===== src/rtl/bridge_bound_pkg.sv =====
// Constants for the write disconnect and read prefetch boundary block.
// Assumes byte-wide configuration access and dword addresses from the core.
package bridge_bound_pkg;

  // Configuration space byte offsets
  localparam logic [7:0] CLS_OFS       = 8'h0c;
  localparam logic [7:0] CMD_HI_OFS    = 8'h05;
  localparam logic [7:0] BRCTL_LO_OFS  = 8'h3e;
  localparam logic [7:0] CHIP_CTRL_OFS = 8'h40;
  localparam logic [7:0] STATUS_OFS    = 8'h41;

  // Reset values
  localparam logic [7:0] CLS_RST       = 8'h00;
  localparam logic [7:0] CMD_HI_RST    = 8'h00;
  localparam logic [7:0] BRCTL_LO_RST  = 8'h00;
  localparam logic [7:0] CHIP_CTRL_RST = 8'h00;

  // Field positions
  localparam int MWD_BIT      = 1;  // Chip control: posted write disconnect
  localparam int UP_PREF_BIT  = 2;  // Chip control: upstream read prefetch
  localparam int FB2B_CMD_BIT = 1;  // Command register high byte
  localparam int FB2B_BRC_BIT = 7;  // Bridge control low byte

  // Bus commands
  localparam logic [3:0] CMD_IO_RD   = 4'h2;
  localparam logic [3:0] CMD_IO_WR   = 4'h3;
  localparam logic [3:0] CMD_MEM_RD  = 4'h6;
  localparam logic [3:0] CMD_MEM_WR  = 4'h7;
  localparam logic [3:0] CMD_CFG_RD  = 4'ha;
  localparam logic [3:0] CMD_CFG_WR  = 4'hb;
  localparam logic [3:0] CMD_MEM_RDM = 4'hc;
  localparam logic [3:0] CMD_MEM_RDL = 4'he;
  localparam logic [3:0] CMD_MEM_WRI = 4'hf;

  // Boundary masks in dwords, low ten address bits
  localparam logic [9:0] MASK_4KB    = 10'h3ff;
  localparam logic [9:0] MASK_16DW   = 10'h00f;
  localparam logic [9:0] MASK_32DW   = 10'h01f;
  localparam logic [9:0] MASK_ONE_DW = 10'h000;

  // Byte enables forced on for prefetch (active low)
  localparam logic [3:0] BE_ALL_ON = 4'h0;

  typedef enum logic [1:0] {
    W_IDLE = 2'b00,
    W_POST = 2'b01,
    W_DLY  = 2'b11
  } wr_st_t;

  typedef enum logic [1:0] {
    R_IDLE  = 2'b00,
    R_FETCH = 2'b01,
    R_DRAIN = 2'b11
  } rd_st_t;

endpackage


===== src/rtl/bridge_bound_ctl.sv =====
// Write disconnect and read prefetch boundary control of a PCI bridge.
// Assumes every input is driven by bridge core logic on the same clock.
//
// Notes on behaviour
// - Delayed write ends with target disconnect after exactly one data phase.
// - Chip control bit 1 selects the posted write disconnect boundary.
// - Bit set disconnects memory writes at a valid cache line, clear at 4KB.
// - Write-invalidate with valid line size stops at line only if room lacks.
// - Posted data accepted while a dword fits; disconnect when buffer fills.
// - Delayed write accepted whenever a delayed queue entry is free.
// - Fast back-to-back writes posted; retry second when space lacks.
// - Fast back-to-back needs command or bridge control enable set.
// - Every read is delayed, classed prefetchable or non-prefetchable.
// - Prefetchable reads drive all byte enables active on every phase.
// - Read line, read multiple, prefetchable memory read all prefetch.
// - Non-prefetchable read fetches one dword, disconnects after it.
// - I/O, config and non-prefetchable memory reads fetch one dword.
// - Prefetch stops at boundary; initiator disconnected with last data.
// - Prefetched data left untaken is discarded.
// - Flow-through prefetches to 4KB boundary or initiator frame end.
// - Read and read line boundary: 16 dwords or one cache line.
// - Read multiple boundary: 32 dwords or two cache lines.
// - Downstream read prefetches in prefetchable space; upstream by setting.
// - Cache line length counts dwords.
// - Flow-through starts when initiator takes data before fetch ends.
module bridge_bound_ctl
  import bridge_bound_pkg::*;
#(
  parameter int PW_W = 8
) (
  input  wire logic             clk,
  input  wire logic             rst,
  input  wire logic             cfg_wr,
  input  wire logic             cfg_rd,
  input  wire logic [7:0]       cfg_addr,
  input  wire logic [7:0]       cfg_wdata,
  output logic      [7:0]       cfg_rdata,
  input  wire logic             wr_start,
  input  wire logic [3:0]       wr_cmd,
  input  wire logic [29:0]      wr_addr,
  input  wire logic             wr_upstream,
  input  wire logic             wr_fb2b,
  input  wire logic             wr_phase,
  input  wire logic             wr_last,
  input  wire logic [PW_W-1:0]  pw_free_dw,
  input  wire logic             dtq_free,
  output logic                  wr_ack,
  output logic                  wr_disc,
  output logic                  wr_retry,
  output logic                  wr_as_mw,
  input  wire logic             rd_start,
  input  wire logic [3:0]       rd_cmd,
  input  wire logic [29:0]      rd_addr,
  input  wire logic [3:0]       rd_be,
  input  wire logic             rd_upstream,
  input  wire logic             rd_pref_space,
  input  wire logic             tgt_phase,
  input  wire logic             tgt_stop,
  input  wire logic             ini_phase,
  input  wire logic             ini_end,
  output logic                  rd_prefetch,
  output logic      [3:0]       rd_be_out,
  output logic      [29:0]      rd_tgt_addr,
  output logic                  rd_tgt_last,
  output logic                  rd_ini_stop,
  output logic                  rd_flow,
  output logic                  rd_discard
);

  if (PW_W < 5 || PW_W > 15) begin : g_chk
    $error("PW_W must lie between 5 and 15");
  end

  typedef struct packed {
    wr_st_t      wr_st;
    rd_st_t      rd_st;
    logic [7:0]  chip_ctrl;
    logic [7:0]  cache_line_length;
    logic [7:0]  cmd_hi;
    logic [7:0]  brctl_lo;
    logic [7:0]  rdata;
    logic [29:0] w_addr;
    logic [9:0]  w_mask;
    logic [9:0]  w_lmask;
    logic        w_mwi;
    logic        w_ack;
    logic        w_disc;
    logic        w_retry;
    logic        w_as_mw;
    logic [29:0] r_addr;
    logic [9:0]  r_mask;
    logic        r_pref;
    logic [3:0]  r_be;
    logic        r_tlast;
    logic        r_tdone;
    logic        r_flow;
    logic        r_istop;
    logic        r_discard;
    logic [10:0] r_fcnt;
    logic [10:0] r_dcnt;
  } state_t;

  state_t st_r;
  state_t st_nxt;

  logic        cls_ok;
  logic [9:0]  line_mask;
  logic        fb2b_ok;
  logic [29:0] w_na;
  logic [15:0] w_room;
  logic        w_line_end;
  logic        w_cur_line_end;
  logic [29:0] r_na;
  logic [10:0] r_fn;
  logic [10:0] r_dn;
  logic        r_tdn;
  logic [9:0]  r_bmask;

  always_comb begin
    st_nxt    = st_r;
    st_nxt.w_retry   = 1'b0;
    st_nxt.r_discard = 1'b0;
    // Line length in dwords; legal values are powers of two up to 16
    cls_ok    = (st_r.cache_line_length == 8'h01) || (st_r.cache_line_length == 8'h02) ||
                (st_r.cache_line_length == 8'h04) || (st_r.cache_line_length == 8'h08) ||
                (st_r.cache_line_length == 8'h10);
    line_mask = 10'(st_r.cache_line_length) - 10'h1;
    fb2b_ok   = !wr_fb2b || (wr_upstream ? st_r.cmd_hi[FB2B_CMD_BIT]
                                         : st_r.brctl_lo[FB2B_BRC_BIT]);

    if (cfg_wr) begin
      case (cfg_addr)
        CLS_OFS:       st_nxt.cache_line_length       = cfg_wdata;
        CMD_HI_OFS:    st_nxt.cmd_hi    = cfg_wdata;
        BRCTL_LO_OFS:  st_nxt.brctl_lo  = cfg_wdata;
        CHIP_CTRL_OFS: st_nxt.chip_ctrl = cfg_wdata;
        default:       st_nxt.cache_line_length       = st_r.cache_line_length;
      endcase
    end
    if (cfg_rd) begin
      case (cfg_addr)
        CLS_OFS:       st_nxt.rdata = st_r.cache_line_length;
        CMD_HI_OFS:    st_nxt.rdata = st_r.cmd_hi;
        BRCTL_LO_OFS:  st_nxt.rdata = st_r.brctl_lo;
        CHIP_CTRL_OFS: st_nxt.rdata = st_r.chip_ctrl;
        STATUS_OFS:    st_nxt.rdata = {st_r.r_flow, st_r.r_tdone,
                                       st_r.r_pref, st_r.w_as_mw,
                                       st_r.rd_st, st_r.wr_st};
        default:       st_nxt.rdata = 8'h00;
      endcase
    end

    // Posted write: next address and room left for the pending phase
    w_na   = wr_phase ? st_r.w_addr + 30'h1 : st_r.w_addr;
    w_room = 16'(pw_free_dw);
    if (wr_phase && w_room != 16'h0) begin
      w_room = w_room - 16'h1;
    end
    w_line_end     = ((w_na[9:0] + 10'h1) & st_r.w_lmask) == 10'h0;
    w_cur_line_end = ((st_r.w_addr[9:0] + 10'h1) & st_r.w_lmask) == 10'h0;

    case (st_r.wr_st)
      W_IDLE: begin
        if (wr_start) begin
          if (wr_cmd == CMD_MEM_WR || wr_cmd == CMD_MEM_WRI) begin
            if (pw_free_dw != '0 && fb2b_ok) begin
              st_nxt.wr_st   = W_POST;
              st_nxt.w_addr  = wr_addr;
              st_nxt.w_ack   = 1'b1;
              st_nxt.w_as_mw = 1'b0;
              st_nxt.w_mwi   = (wr_cmd == CMD_MEM_WRI) && cls_ok;
              st_nxt.w_lmask = cls_ok ? line_mask : MASK_4KB;
              if (wr_cmd == CMD_MEM_WR && st_r.chip_ctrl[MWD_BIT] &&
                  cls_ok) begin
                st_nxt.w_mask = line_mask;
              end else begin
                st_nxt.w_mask = MASK_4KB;
              end
              st_nxt.w_disc = (pw_free_dw == PW_W'(1)) ||
                ((wr_addr[9:0] + 10'h1) &
                 ((wr_cmd == CMD_MEM_WR && st_r.chip_ctrl[MWD_BIT] &&
                   cls_ok) ? line_mask : MASK_4KB)) == 10'h0;
            end else begin
              st_nxt.w_retry = 1'b1;
            end
          end else if (wr_cmd == CMD_IO_WR || wr_cmd == CMD_CFG_WR) begin
            if (dtq_free && fb2b_ok) begin
              st_nxt.wr_st  = W_DLY;
              st_nxt.w_ack  = 1'b1;
              st_nxt.w_disc = 1'b1;
            end else begin
              st_nxt.w_retry = 1'b1;
            end
          end
        end
      end
      W_POST: begin
        if (wr_phase && (st_r.w_disc || wr_last)) begin
          st_nxt.wr_st   = W_IDLE;
          st_nxt.w_ack   = 1'b0;
          st_nxt.w_disc  = 1'b0;
          // Write-invalidate cut short of its line becomes a plain write
          st_nxt.w_as_mw = st_r.w_mwi && !w_cur_line_end;
        end else begin
          st_nxt.w_addr = w_na;
          st_nxt.w_disc = (((w_na[9:0] + 10'h1) & st_r.w_mask) == 10'h0) ||
                          (w_room <= 16'h1) ||
                          (st_r.w_mwi && w_line_end &&
                           (w_room - 16'h1) < 16'(st_r.cache_line_length));
        end
      end
      W_DLY: begin
        if (wr_phase) begin
          st_nxt.wr_st  = W_IDLE;
          st_nxt.w_ack  = 1'b0;
          st_nxt.w_disc = 1'b0;
        end
      end
      default: st_nxt.wr_st = W_IDLE;
    endcase

    // Read: target side fetch and initiator side delivery
    r_na    = tgt_phase ? st_r.r_addr + 30'h1 : st_r.r_addr;
    r_fn    = tgt_phase ? st_r.r_fcnt + 11'h1 : st_r.r_fcnt;
    r_dn    = ini_phase ? st_r.r_dcnt + 11'h1 : st_r.r_dcnt;
    r_tdn   = st_r.r_tdone || (tgt_phase && (st_r.r_tlast || tgt_stop));
    r_bmask = (st_r.r_flow || (st_r.r_pref && ini_phase && !r_tdn)) ? MASK_4KB
                                                     : st_r.r_mask;
    case (st_r.rd_st)
      R_IDLE: begin
        if (rd_start && (rd_cmd == CMD_IO_RD || rd_cmd == CMD_CFG_RD ||
            rd_cmd == CMD_MEM_RD || rd_cmd == CMD_MEM_RDL ||
            rd_cmd == CMD_MEM_RDM)) begin
          st_nxt.rd_st   = R_FETCH;
          st_nxt.r_addr  = rd_addr;
          st_nxt.r_fcnt  = 11'h0;
          st_nxt.r_dcnt  = 11'h0;
          st_nxt.r_tdone = 1'b0;
          st_nxt.r_flow  = 1'b0;
          st_nxt.r_istop = 1'b0;
          st_nxt.r_pref  = (rd_cmd == CMD_MEM_RDL) ||
                           (rd_cmd == CMD_MEM_RDM) ||
                           (rd_cmd == CMD_MEM_RD &&
                            (rd_upstream ? st_r.chip_ctrl[UP_PREF_BIT]
                                         : rd_pref_space));
          if (!st_nxt.r_pref) begin
            st_nxt.r_mask = MASK_ONE_DW;
            st_nxt.r_be   = rd_be;
          end else begin
            st_nxt.r_be = BE_ALL_ON;
            if (rd_cmd == CMD_MEM_RDM) begin
              st_nxt.r_mask = cls_ok ? {line_mask[8:0], 1'b1}
                                     : MASK_32DW;
            end else begin
              st_nxt.r_mask = cls_ok ? line_mask : MASK_16DW;
            end
          end
          st_nxt.r_tlast = ((rd_addr[9:0] + 10'h1) & st_nxt.r_mask) ==
                           10'h0;
        end
      end
      R_FETCH, R_DRAIN: begin
        st_nxt.r_addr  = r_na;
        st_nxt.r_fcnt  = r_fn;
        st_nxt.r_dcnt  = r_dn;
        st_nxt.r_tdone = r_tdn;
        if (st_r.rd_st == R_FETCH && st_r.r_pref && ini_phase && !r_tdn) begin
          st_nxt.r_flow = 1'b1;
        end
        if (r_tdn) begin
          st_nxt.rd_st   = R_DRAIN;
          st_nxt.r_tlast = 1'b0;
        end else if (ini_end && st_nxt.r_flow) begin
          st_nxt.r_tlast = 1'b1;
        end else begin
          st_nxt.r_tlast = ((r_na[9:0] + 10'h1) & r_bmask) == 10'h0;
        end
        // Stop the initiator on the last dword held, or when flow stalls
        st_nxt.r_istop = (r_tdn || st_nxt.r_flow) &&
                         (r_dn + 11'h1 >= r_fn) && (r_fn != r_dn);
        if (ini_end || (ini_phase && st_r.r_istop)) begin
          st_nxt.rd_st     = R_IDLE;
          st_nxt.r_istop   = 1'b0;
          st_nxt.r_tlast   = 1'b0;
          st_nxt.r_flow    = 1'b0;
          st_nxt.r_discard = (r_fn != r_dn) || !r_tdn;
        end
      end
      default: st_nxt.rd_st = R_IDLE;
    endcase
  end

  always_ff @(posedge clk or posedge rst) begin
    if (rst) begin
      st_r           <= '0;
      st_r.wr_st     <= W_IDLE;
      st_r.rd_st     <= R_IDLE;
      st_r.chip_ctrl <= CHIP_CTRL_RST;
      st_r.cache_line_length       <= CLS_RST;
      st_r.cmd_hi    <= CMD_HI_RST;
      st_r.brctl_lo  <= BRCTL_LO_RST;
      st_r.w_mask    <= MASK_4KB;
      st_r.w_lmask   <= MASK_4KB;
      st_r.r_be      <= BE_ALL_ON;
    end else begin
      st_r <= st_nxt;
    end
  end

  assign cfg_rdata   = st_r.rdata;
  assign wr_ack      = st_r.w_ack;
  assign wr_disc     = st_r.w_disc;
  assign wr_retry    = st_r.w_retry;
  assign wr_as_mw    = st_r.w_as_mw;
  assign rd_prefetch = st_r.r_pref;
  assign rd_be_out   = st_r.r_be;
  assign rd_tgt_addr = st_r.r_addr;
  assign rd_tgt_last = st_r.r_tlast;
  assign rd_ini_stop = st_r.r_istop;
  assign rd_flow     = st_r.r_flow;
  assign rd_discard  = st_r.r_discard;
endmodule


===== config.mk =====
export PLATFORM = sky130hd
export DESIGN_NAME = bridge_bound_ctl
export DESIGN_NICKNAME = d
export VERILOG_FILES = /design/src/rtl/bridge_bound_pkg.sv /design/src/rtl/bridge_bound_ctl.sv
export SDC_FILE = /design/constraint.sdc
export NUM_CORES = 1
export LEC_CHECK = 0
export ABC_AREA = 1
export BUFFER_PORTS_ARGS = -buffer_cell sky130_fd_sc_hd__buf_4
export CORE_MARGIN = 8
export CORE_UTILIZATION = 55
export CTS_CLUSTER_DIAMETER = 150
export CTS_CLUSTER_SIZE = 16
export DETAILED_ROUTE_END_ITERATION = 8
export PLACE_DENSITY = 0.81
export SYNTH_ARGS = -nofsm -noshare
export SYNTH_HDL_FRONTEND = slang
export SYNTH_SLANG_ARGS = --single-unit
export TNS_END_PERCENT = 5

===== constraint.sdc =====
create_clock -name clk -period 9.83 [get_ports clk]
set_input_delay 0.4915 -clock clk [delete_from_list [all_inputs] [get_ports clk]]
set_output_delay 0.4915 -clock clk [all_outputs]
set_load 0.02 [all_outputs]

==> Implementation_results.wiki, run 1 <==
{| class="wikitable"
! Metric !! Value
|-
| Number of synthesized flops with an enable pin || 0
|-
| Share of final-layout standard cells stronger than drive strength 1 || 0.152
|-
| Power density over cell area || approximately 210 nW/µm²
|-
| Final worst hold slack || ~0.18 ns
|-
| Synth-to-layout area growth || 13.8%
|-
| Number of global-route vias before repair || between 10000 and 15000
|-
| Gate power share || 0.389
|-
| Sequential element share of the synthesized area || 0.344
|-
| Number of CTS-inserted buffers || 17
|-
| Critical Path AT || about 4.7 ns
|-
| Max Buffers Root-to-Sink || 2
|-
| VDD IR max || about 150 µV
|-
| Antenna cell count || 0
|-
| Cell family contributing the most delay on the critical path || simple AND/OR/NAND/NOR gates
|-
| Antenna violations before repair || 0
|-
| Internal power || ~1.5 mW
|-
| NetSw || ~1.1 mW
|-
| Global route total overflow || 0
|-
| Area used by sequential logic in the layout || around 3800 µm²
|-
| CTS clk-pin slew, worst paths || ~0.06 ns
|-
| Final routed wire length divided by cell count || about 16 µm
|-
| Buffers and inverters on the worst path || 4
|-
| Cell repeated most along the worst path || inv_2
|-
| HPWL after detailed placement || roughly 23 mm
|-
| Critical path launch point type || input port
|-
| Post-route design area || 12400 µm²
|-
| Async S/R FF share, synth || 1.00
|-
| Switching share of power || 0.416
|-
| Achievable Freq || about 230 MHz
|-
| Gate count after technology mapping || ~1600
|-
| Final Hold Violating Endpoints || 0
|-
| First-pass GRT wire length || approximately 49 mm
|-
| Sequential group share of total power || 0.363
|-
| Count of buffers from port buffering || 143
|-
| Number of cells on the worst reg-to-reg path || 8
|-
| Slew headroom || 0.286
|-
| Crit path cell chain || buf_4 > nor3_2 > o21ai_1 > nor2_2 > inv_1 > nor2_1 > inv_2 > nand2_2 > inv_2 > nand2_1 > o221ai_1
|-
| Number of warning messages in the yosys log || 0
|-
| CTS tree || yes
|-
| Final WS setup || 5.42 ns
|-
| Count of max-cap constraint violations || 0
|-
| Number of distinct standard cells referenced by the synthesized netlist || 59
|-
| Final-layout fill cell count || between 1500 and 2000
|-
| Post-synthesis sequential element count || approximately 150
|-
| Number of sinks driven by the clock tree || about 150
|-
| Ranking of synthesized cells by area || dfrtp_1 (30%), nand2_1 (14%), inv_1 (6.8%)
|-
| RSZ-0062 raised after global routing || no
|-
| Result of the run || finished clean
|-
| Hold-fix buffers at CTS || 0
|-
| Critical Path Sink Type || flip-flop
|-
| 1st-iter DRT viols || between 900 and 1000
|-
| Number of setup violations in the final report || 0
|-
| Vertical die dimension || between 150 and 200 µm
|-
| Cell Area, Placed || about 12000 µm²
|-
| Number of gates on the worst path with buffers counted || 11
|-
| Worst-margin pin slew || between 1 and 1.5 ns
|-
| Number of nets with antenna violations after routing || 0
|-
| Max-slew violation total from the final report || 0
|-
| CTS root buffer || clkbuf_16
|-
| Source-to-sink clock delay at the later pin of the worst-skew pair || around 0.43 ns
|-
| Syn Nets || approximately 1700
|-
| Number of resized instances in the post-cts repair step || 0
|-
| Final wirelength || 30.3 mm
|-
| Number of rows in the core area || 51
|-
| Post-layout nets || roughly 1800
|-
| Number of search-and-repair iterations in the first detailed-routing pass || 7
|-
| Shortest period the worst path allows || about 4.4 ns
|-
| Critical Path Max Stage Delay || around 0.83 ns
|-
| Core region area || between 15000 and 20000 µm²
|-
| Starting Density || 0.559
|-
| Biggest fanout along the worst timing path || 35
|-
| Synth area leader || dfrtp_1
|-
| RePlAce Congestion || between 0.9 and 1
|-
| Portion of synthesized cell area occupied by the leading cell type || 0.301
|-
| Clock Skew || around 0.0064 ns
|-
| Leakage power || between 6 and 7 nW
|-
| Cell area after technology mapping || 10900 µm²
|-
| Overall via count from detail_route || around 11000
|-
| Synthesized area divided by synthesized cell count || approximately 7 µm²
|-
| Worst setup slack before clock tree synthesis || 5.09 ns
|-
| Prevailing post-synth register cell || dfrtp_1
|-
| Maximum number of pins on one net before global-route repair || between 70 and 80
|-
| Critical path class || input port to flip-flop
|-
| Die area || around 25000 µm²
|-
| Combined global-route utilization of all metal layers || 0.247
|-
| Postcts setup bufs || 0
|-
| Clock network fraction of design power || 0.248
|-
| Depth of the CTS H-tree || 4
|-
| Critical Path RT || ~10 ns
|-
| Combined area of the multi-input logic cells || a little under 6000 µm²
|-
| Final TNS setup || 0 ns
|-
| Avg Vias per Cell || approximately 5.6
|-
| Pwr Total || 2.54 mW
|-
| Number of design rule violations left after detail routing || 0
|-
| Die boundary width || between 150 and 200 µm
|-
| Class of the worst hold path || input port to asynchronous set/reset pin
|-
| Top-Level Pins || 164
|-
| Ratio of final minimum period to clock period || 0.449
|-
| CP max stage cell || nor2_1
|}
[cell usage in the layout, fill, tap and decap left out, types with 5 or more instances in the layout]
cell type / count
nor4_1: 5
nor3_1: 23
a221oi_1: 5
nor2_1: 140
o21ai_0: 121
a31oi_1: 15
o22ai_1: 23
dfrtp_1: 131
o211ai_1: 13
dfstp_2: 18
nand2_2: 12
inv_1: 196
clkbuf_16: 17
xnor2_1: 8
nand4_1: 26
inv_2: 7
o221ai_1: 8
nor2_2: 14
buf_4: 145
ha_1: 36
xor2_1: 51
nand2_1: 407
a21oi_1: 41
nand3_1: 109
[power groups by stage]
stage	logic, mW	clock network, mW	registers, mW
finish	0.988	0.632	0.923
detailed placement	0.976	0	0.926
global route	1.11	0.660	0.940
floorplan	0.755	0	0.885
CTS	0.982	0.637	0.917
global placement	0.952	0	0.922
[synth_stat cells (3+ instances only)]
master,instances
nand3b_1,4
buf_2,12
a31oi_1,15
o21bai_1,4
ha_1,36
o211ai_1,13
nor2_1,140
a21oi_2,3
nand2_2,12
clkbuf_1,18
xor2_1,51
o22ai_1,23
a22oi_1,4
a21oi_1,41
nand4_1,26
dfrtp_1,131
nor3_1,23
nand3_1,109
o31ai_1,3
xnor2_1,8
o21ai_0,121
nor2_2,14
o21ai_1,4
clkinv_1,3
nor2_4,4
dfstp_2,18
a22o_1,4
buf_4,44
inv_2,7
xor2_2,3
a211oi_1,3
a221oi_1,5
nor4_1,5
nand2_1,407
inv_1,197
o221ai_1,8
or2_2,4
[area by class of cell]
type,count,share of cell area
clock inverter,14,0.0104
inverter,207,0.0631
timing repair buffer,145,0.0878
tap,265,0.0267
clock buffer,18,0.0346
sequential,149,0.303
multi-input combinational,1121,0.475
[kinds of logic after synthesis]
group,synth area share
AOI/OAI and AO/OA,0.141
other,0.000344
buffers and inverters,0.115
adders and majority gates,0.0414
xor gates and xnor gates,0.0519
DFF,0.344
and+or+nand+nor,0.305
[state kept, by name, indices dropped and copies added (netlist names)]
signal / count
cfg_rdata: 8
rd_be_out: 4
rd_discard: 1
rd_flow: 1
rd_ini_stop: 1
rd_prefetch: 1
rd_tgt_addr: 30
rd_tgt_last: 1
st_r: 98
wr_ack: 1
wr_as_mw: 1
wr_disc: 1
wr_retry: 1
[layer usage]
layer | vias to the layer above | share of wire | track usage
met2 | 461 | 0.47 | 0.406
met3 | 61 | 0.079 | 0.0549
met1 | 4967 | 0.43 | 0.312
li1 | 5215 | - | -
met4 | 0 | 0.022 | 0.0915
met5 | - | 0 | 0
[through the flow]
| stage | util | cells |
|---|---|---|
| floorplan | - | 1554 |
| CTS | 0.637 | 1919 |
| detailed placement | 0.608 | 1887 |
| global placement | 0.608 | 1887 |
| global route | 0.637 | 1919 |
| finish | 0.637 | 1919 |
[final timing paths]
check,endpoint,from,slack (ns)
min in group clk,rd_be_out[3],rd_be[3],0.28
max,rd_tgt_addr[6],rd_cmd[1],5.42
min reg2reg,st_r[89],st_r[89],0.47
max reg2reg,rd_tgt_addr[6],st_r[167],5.64
max in group asynchronous,st_r[142],rst,8.22
min,st_r[8],rst,0.18
No activity file was read; power rests on OpenSTA's default activity.
==> run 2, diff against run 1 <==
==> constraint.sdc (replaced) <==
create_clock -name clk -period 4.4 [get_ports clk]
set_input_delay 0.22 -clock clk [delete_from_list [all_inputs] [get_ports clk]]
set_output_delay 0.22 -clock clk [all_outputs]
set_load 0.02 [all_outputs]
==> run 2 against run 1 <==
Sequential power up 120%. Cell count up 0.21%. Total power grew 130%. Register-to-register slack lost 4.4 ns. Clock power up 140%. First-iteration DRC count rose by 9.7%. Worst hold slack worse by 0.16 ns. Combinational power increased by 120%. Global-route usage fell by 0.45 points. Routed wire length down 1.4%. Clock-buffer cell count unchanged. Flip-flop and latch count stayed put. Largest power group unchanged.
==> Implementation_results.wiki, run 2 (synthesis gave the netlist of run 1 again) <==
{| class="wikitable"
! Metric !! Value
|-
| Cell Area, Placed || 11900 µm²
|-
| Ratio of final minimum period to clock period || 0.714
|-
| RSZ-0062 raised after global routing || no
|-
| Power density over cell area || ~460 nW/µm²
|-
| CTS root buffer || clkbuf_16
|-
| Internal power || between 3 and 4 mW
|-
| HPWL after detailed placement || about 23 mm
|-
| Combined global-route utilization of all metal layers || 0.242
|-
| Number of design rule violations left after detail routing || 0
|-
| Pwr Total || 5.79 mW
|-
| Final wirelength || approximately 30 mm
|-
| Clock network fraction of design power || 0.261
|-
| Final TNS setup || 0 ns
|-
| Gate power share || 0.382
|-
| Source-to-sink clock delay at the later pin of the worst-skew pair || 0.43 ns
|-
| Final worst hold slack || 0.0124 ns
|-
| Biggest fanout along the worst timing path || 4
|-
| Post-route design area || 12500 µm²
|-
| 1st-iter DRT viols || approximately 1000
|-
| Core region area || just under 20000 µm²
|-
| Number of flip-flops under the largest register name || roughly 100
|-
| Critical Path RT || approximately 4.8 ns
|-
| Final Util || 0.641
|-
| Clock Skew || about 0.011 ns
|-
| First-pass GRT wire length || about 48 mm
|-
| Count of max-cap constraint violations || 0
|-
| Achievable Freq || 318 MHz
|-
| Count of buffers from port buffering || 143
|-
| Critical path launch point type || flip-flop
|-
| RePlAce Congestion || 0.945
|-
| VDD IR max || between 200 and 300 µV
|-
| Critical path class || flip-flop to flip-flop
|-
| Final routed wire length divided by cell count || about 16 µm
|-
| Postcts setup bufs || 0
|-
| Switching share of power || 0.411
|-
| NetSw || about 2.4 mW
|-
| CTS clk-pin slew, worst paths || approximately 0.060 ns
|-
| Commonest non-fill, non-tap cells in the layout || nand2_1 (407), inv_1 (196), buf_4 (147)
|-
| Starting Density || 0.559
|-
| Number of rows in the core area || a little over 50
|-
| Top-Level Pins || 164
|-
| Avg Vias per Cell || ~5.5
|-
| Die boundary width || roughly 160 µm
|-
| Final Hold Violating Endpoints || 0
|-
| Slew headroom || 0.302
|-
| Post-layout nets || approximately 1800
|-
| Shortest period the worst path allows || ~3.1 ns
|-
| Global route total overflow || 0
|-
| Number of setup violations in the final report || 0
|-
| CTS tree || yes
|-
| Max-slew violation total from the final report || 0
|-
| Class of the worst hold path || input port to flip-flop
|-
| Overall via count from detail_route || between 10000 and 15000
|-
| Maximum number of pins on one net before global-route repair || about 110
|-
| Number of sinks driven by the clock tree || about 150
|-
| Sequential group share of total power || 0.357
|-
| Max Buffers Root-to-Sink || 2
|-
| Depth of the CTS H-tree || 4
|-
| Result of the run || finished clean
|-
| Number of global-route vias before repair || roughly 10000
|-
| Antenna cell count || 0
|-
| Top reg by flops || st_r
|-
| Number of CTS-inserted buffers || 17
|-
| Worst-margin pin slew || between 1 and 1.5 ns
|-
| Antenna violations before repair || 0
|-
| Vertical die dimension || ~160 µm
|-
| Critical Path Sink Type || flip-flop
|-
| Die area || 24600 µm²
|-
| Synth-to-layout area growth || 14.6%
|-
| Number of search-and-repair iterations in the first detailed-routing pass || 5
|-
| Leakage power || between 6 and 7 nW
|-
| Most frequent standard cell in the layout excluding fill and tap cells || nand2_1
|-
| Number of nets with antenna violations after routing || 0
|-
| Critical Path AT || 3.50 ns
|-
| Share of final-layout standard cells stronger than drive strength 1 || 0.153
|}
[run 2: changes by cell type in the layout (fill, tap and decap cells not counted), sizes merged]
cell	delta
inv	+5
buf	+2
bufinv	+1
clkinv	-6
dlygate4sd3	+2
[run 2: what timing repair did]
item,in CTS,in global routing
hold endpoints to repair,2,0
gates resized for setup,0,0
hold buffers,2,0
[run 2: path summary, 6_finish.rpt]
kind                           endpoint      from  slack (ns)  depth (start not counted)
max                         rd_ini_stop   st_r[0]        1.26                         18
min                        rd_be_out[2]  rd_be[2]        0.01                          2
max reg2reg                 rd_ini_stop   st_r[0]        1.26                         18
min reg2reg                    st_r[93]  st_r[93]        0.47                          2
max in group asynchronous     st_r[161]       rst        3.23                          3
min in group asynchronous     st_r[101]       rst        0.02                          2
[run 2: stage by stage]
stage	instances	worst slack, ns
floorplan	1554	0.202
global placement	1889	1.07
detailed placement	1889	0.924
CTS	1923	1.25
global route	1923	0.841
finish	1923	1.26
[run 2: critical path, stage by stage (launching register included)]
cell and delay (ns):
dfrtp_1 0.42, ha_1 0.29, nand2_1 0.04, o21ai_0 0.14
ha_1 0.24, nand2_1 0.07, nor2_1 0.17, nand3_1 0.12
nor2_1 0.12, inv_1 0.08, nor4_2 0.17, xor2_1 0.11
ha_1 0.31, nand2_1 0.05, inv_1 0.06, nand3_1 0.06
o311ai_0 0.41, nand3b_1 0.14, nand2_1 0.09
[run 2: area by class of cell]
type	count	area, µm²
fillers	1670	6990
flip-flops and latches	149	3750
repair buffers	149	1120
clock buffers	18	439
multi-input cells	1121	5880
inverters	207	782
clock inverters	14	164
well taps	265	332
[run 2: power by group through the flow]
stage               combinational [mW]  clock [mW]  sequential, mW
floorplan                         1.69           0            1.98
global placement                  2.13           0            2.06
detailed placement                2.18           0            2.07
global route                      2.47        1.58            2.10
finish                            2.21        1.51            2.07
CTS                               2.20        1.52            2.05
[run 2: routing by layer]
metal / up-vias / routed length [µm] / global-route usage
li1: 5230 / - / -
met1: 4902 / 12900 / 0.312
met2: 408 / 14200 / 0.401
met3: 54 / 2070 / 0.0463
met4: 0 / 666 / 0.0796
met5: - / 0 / 0
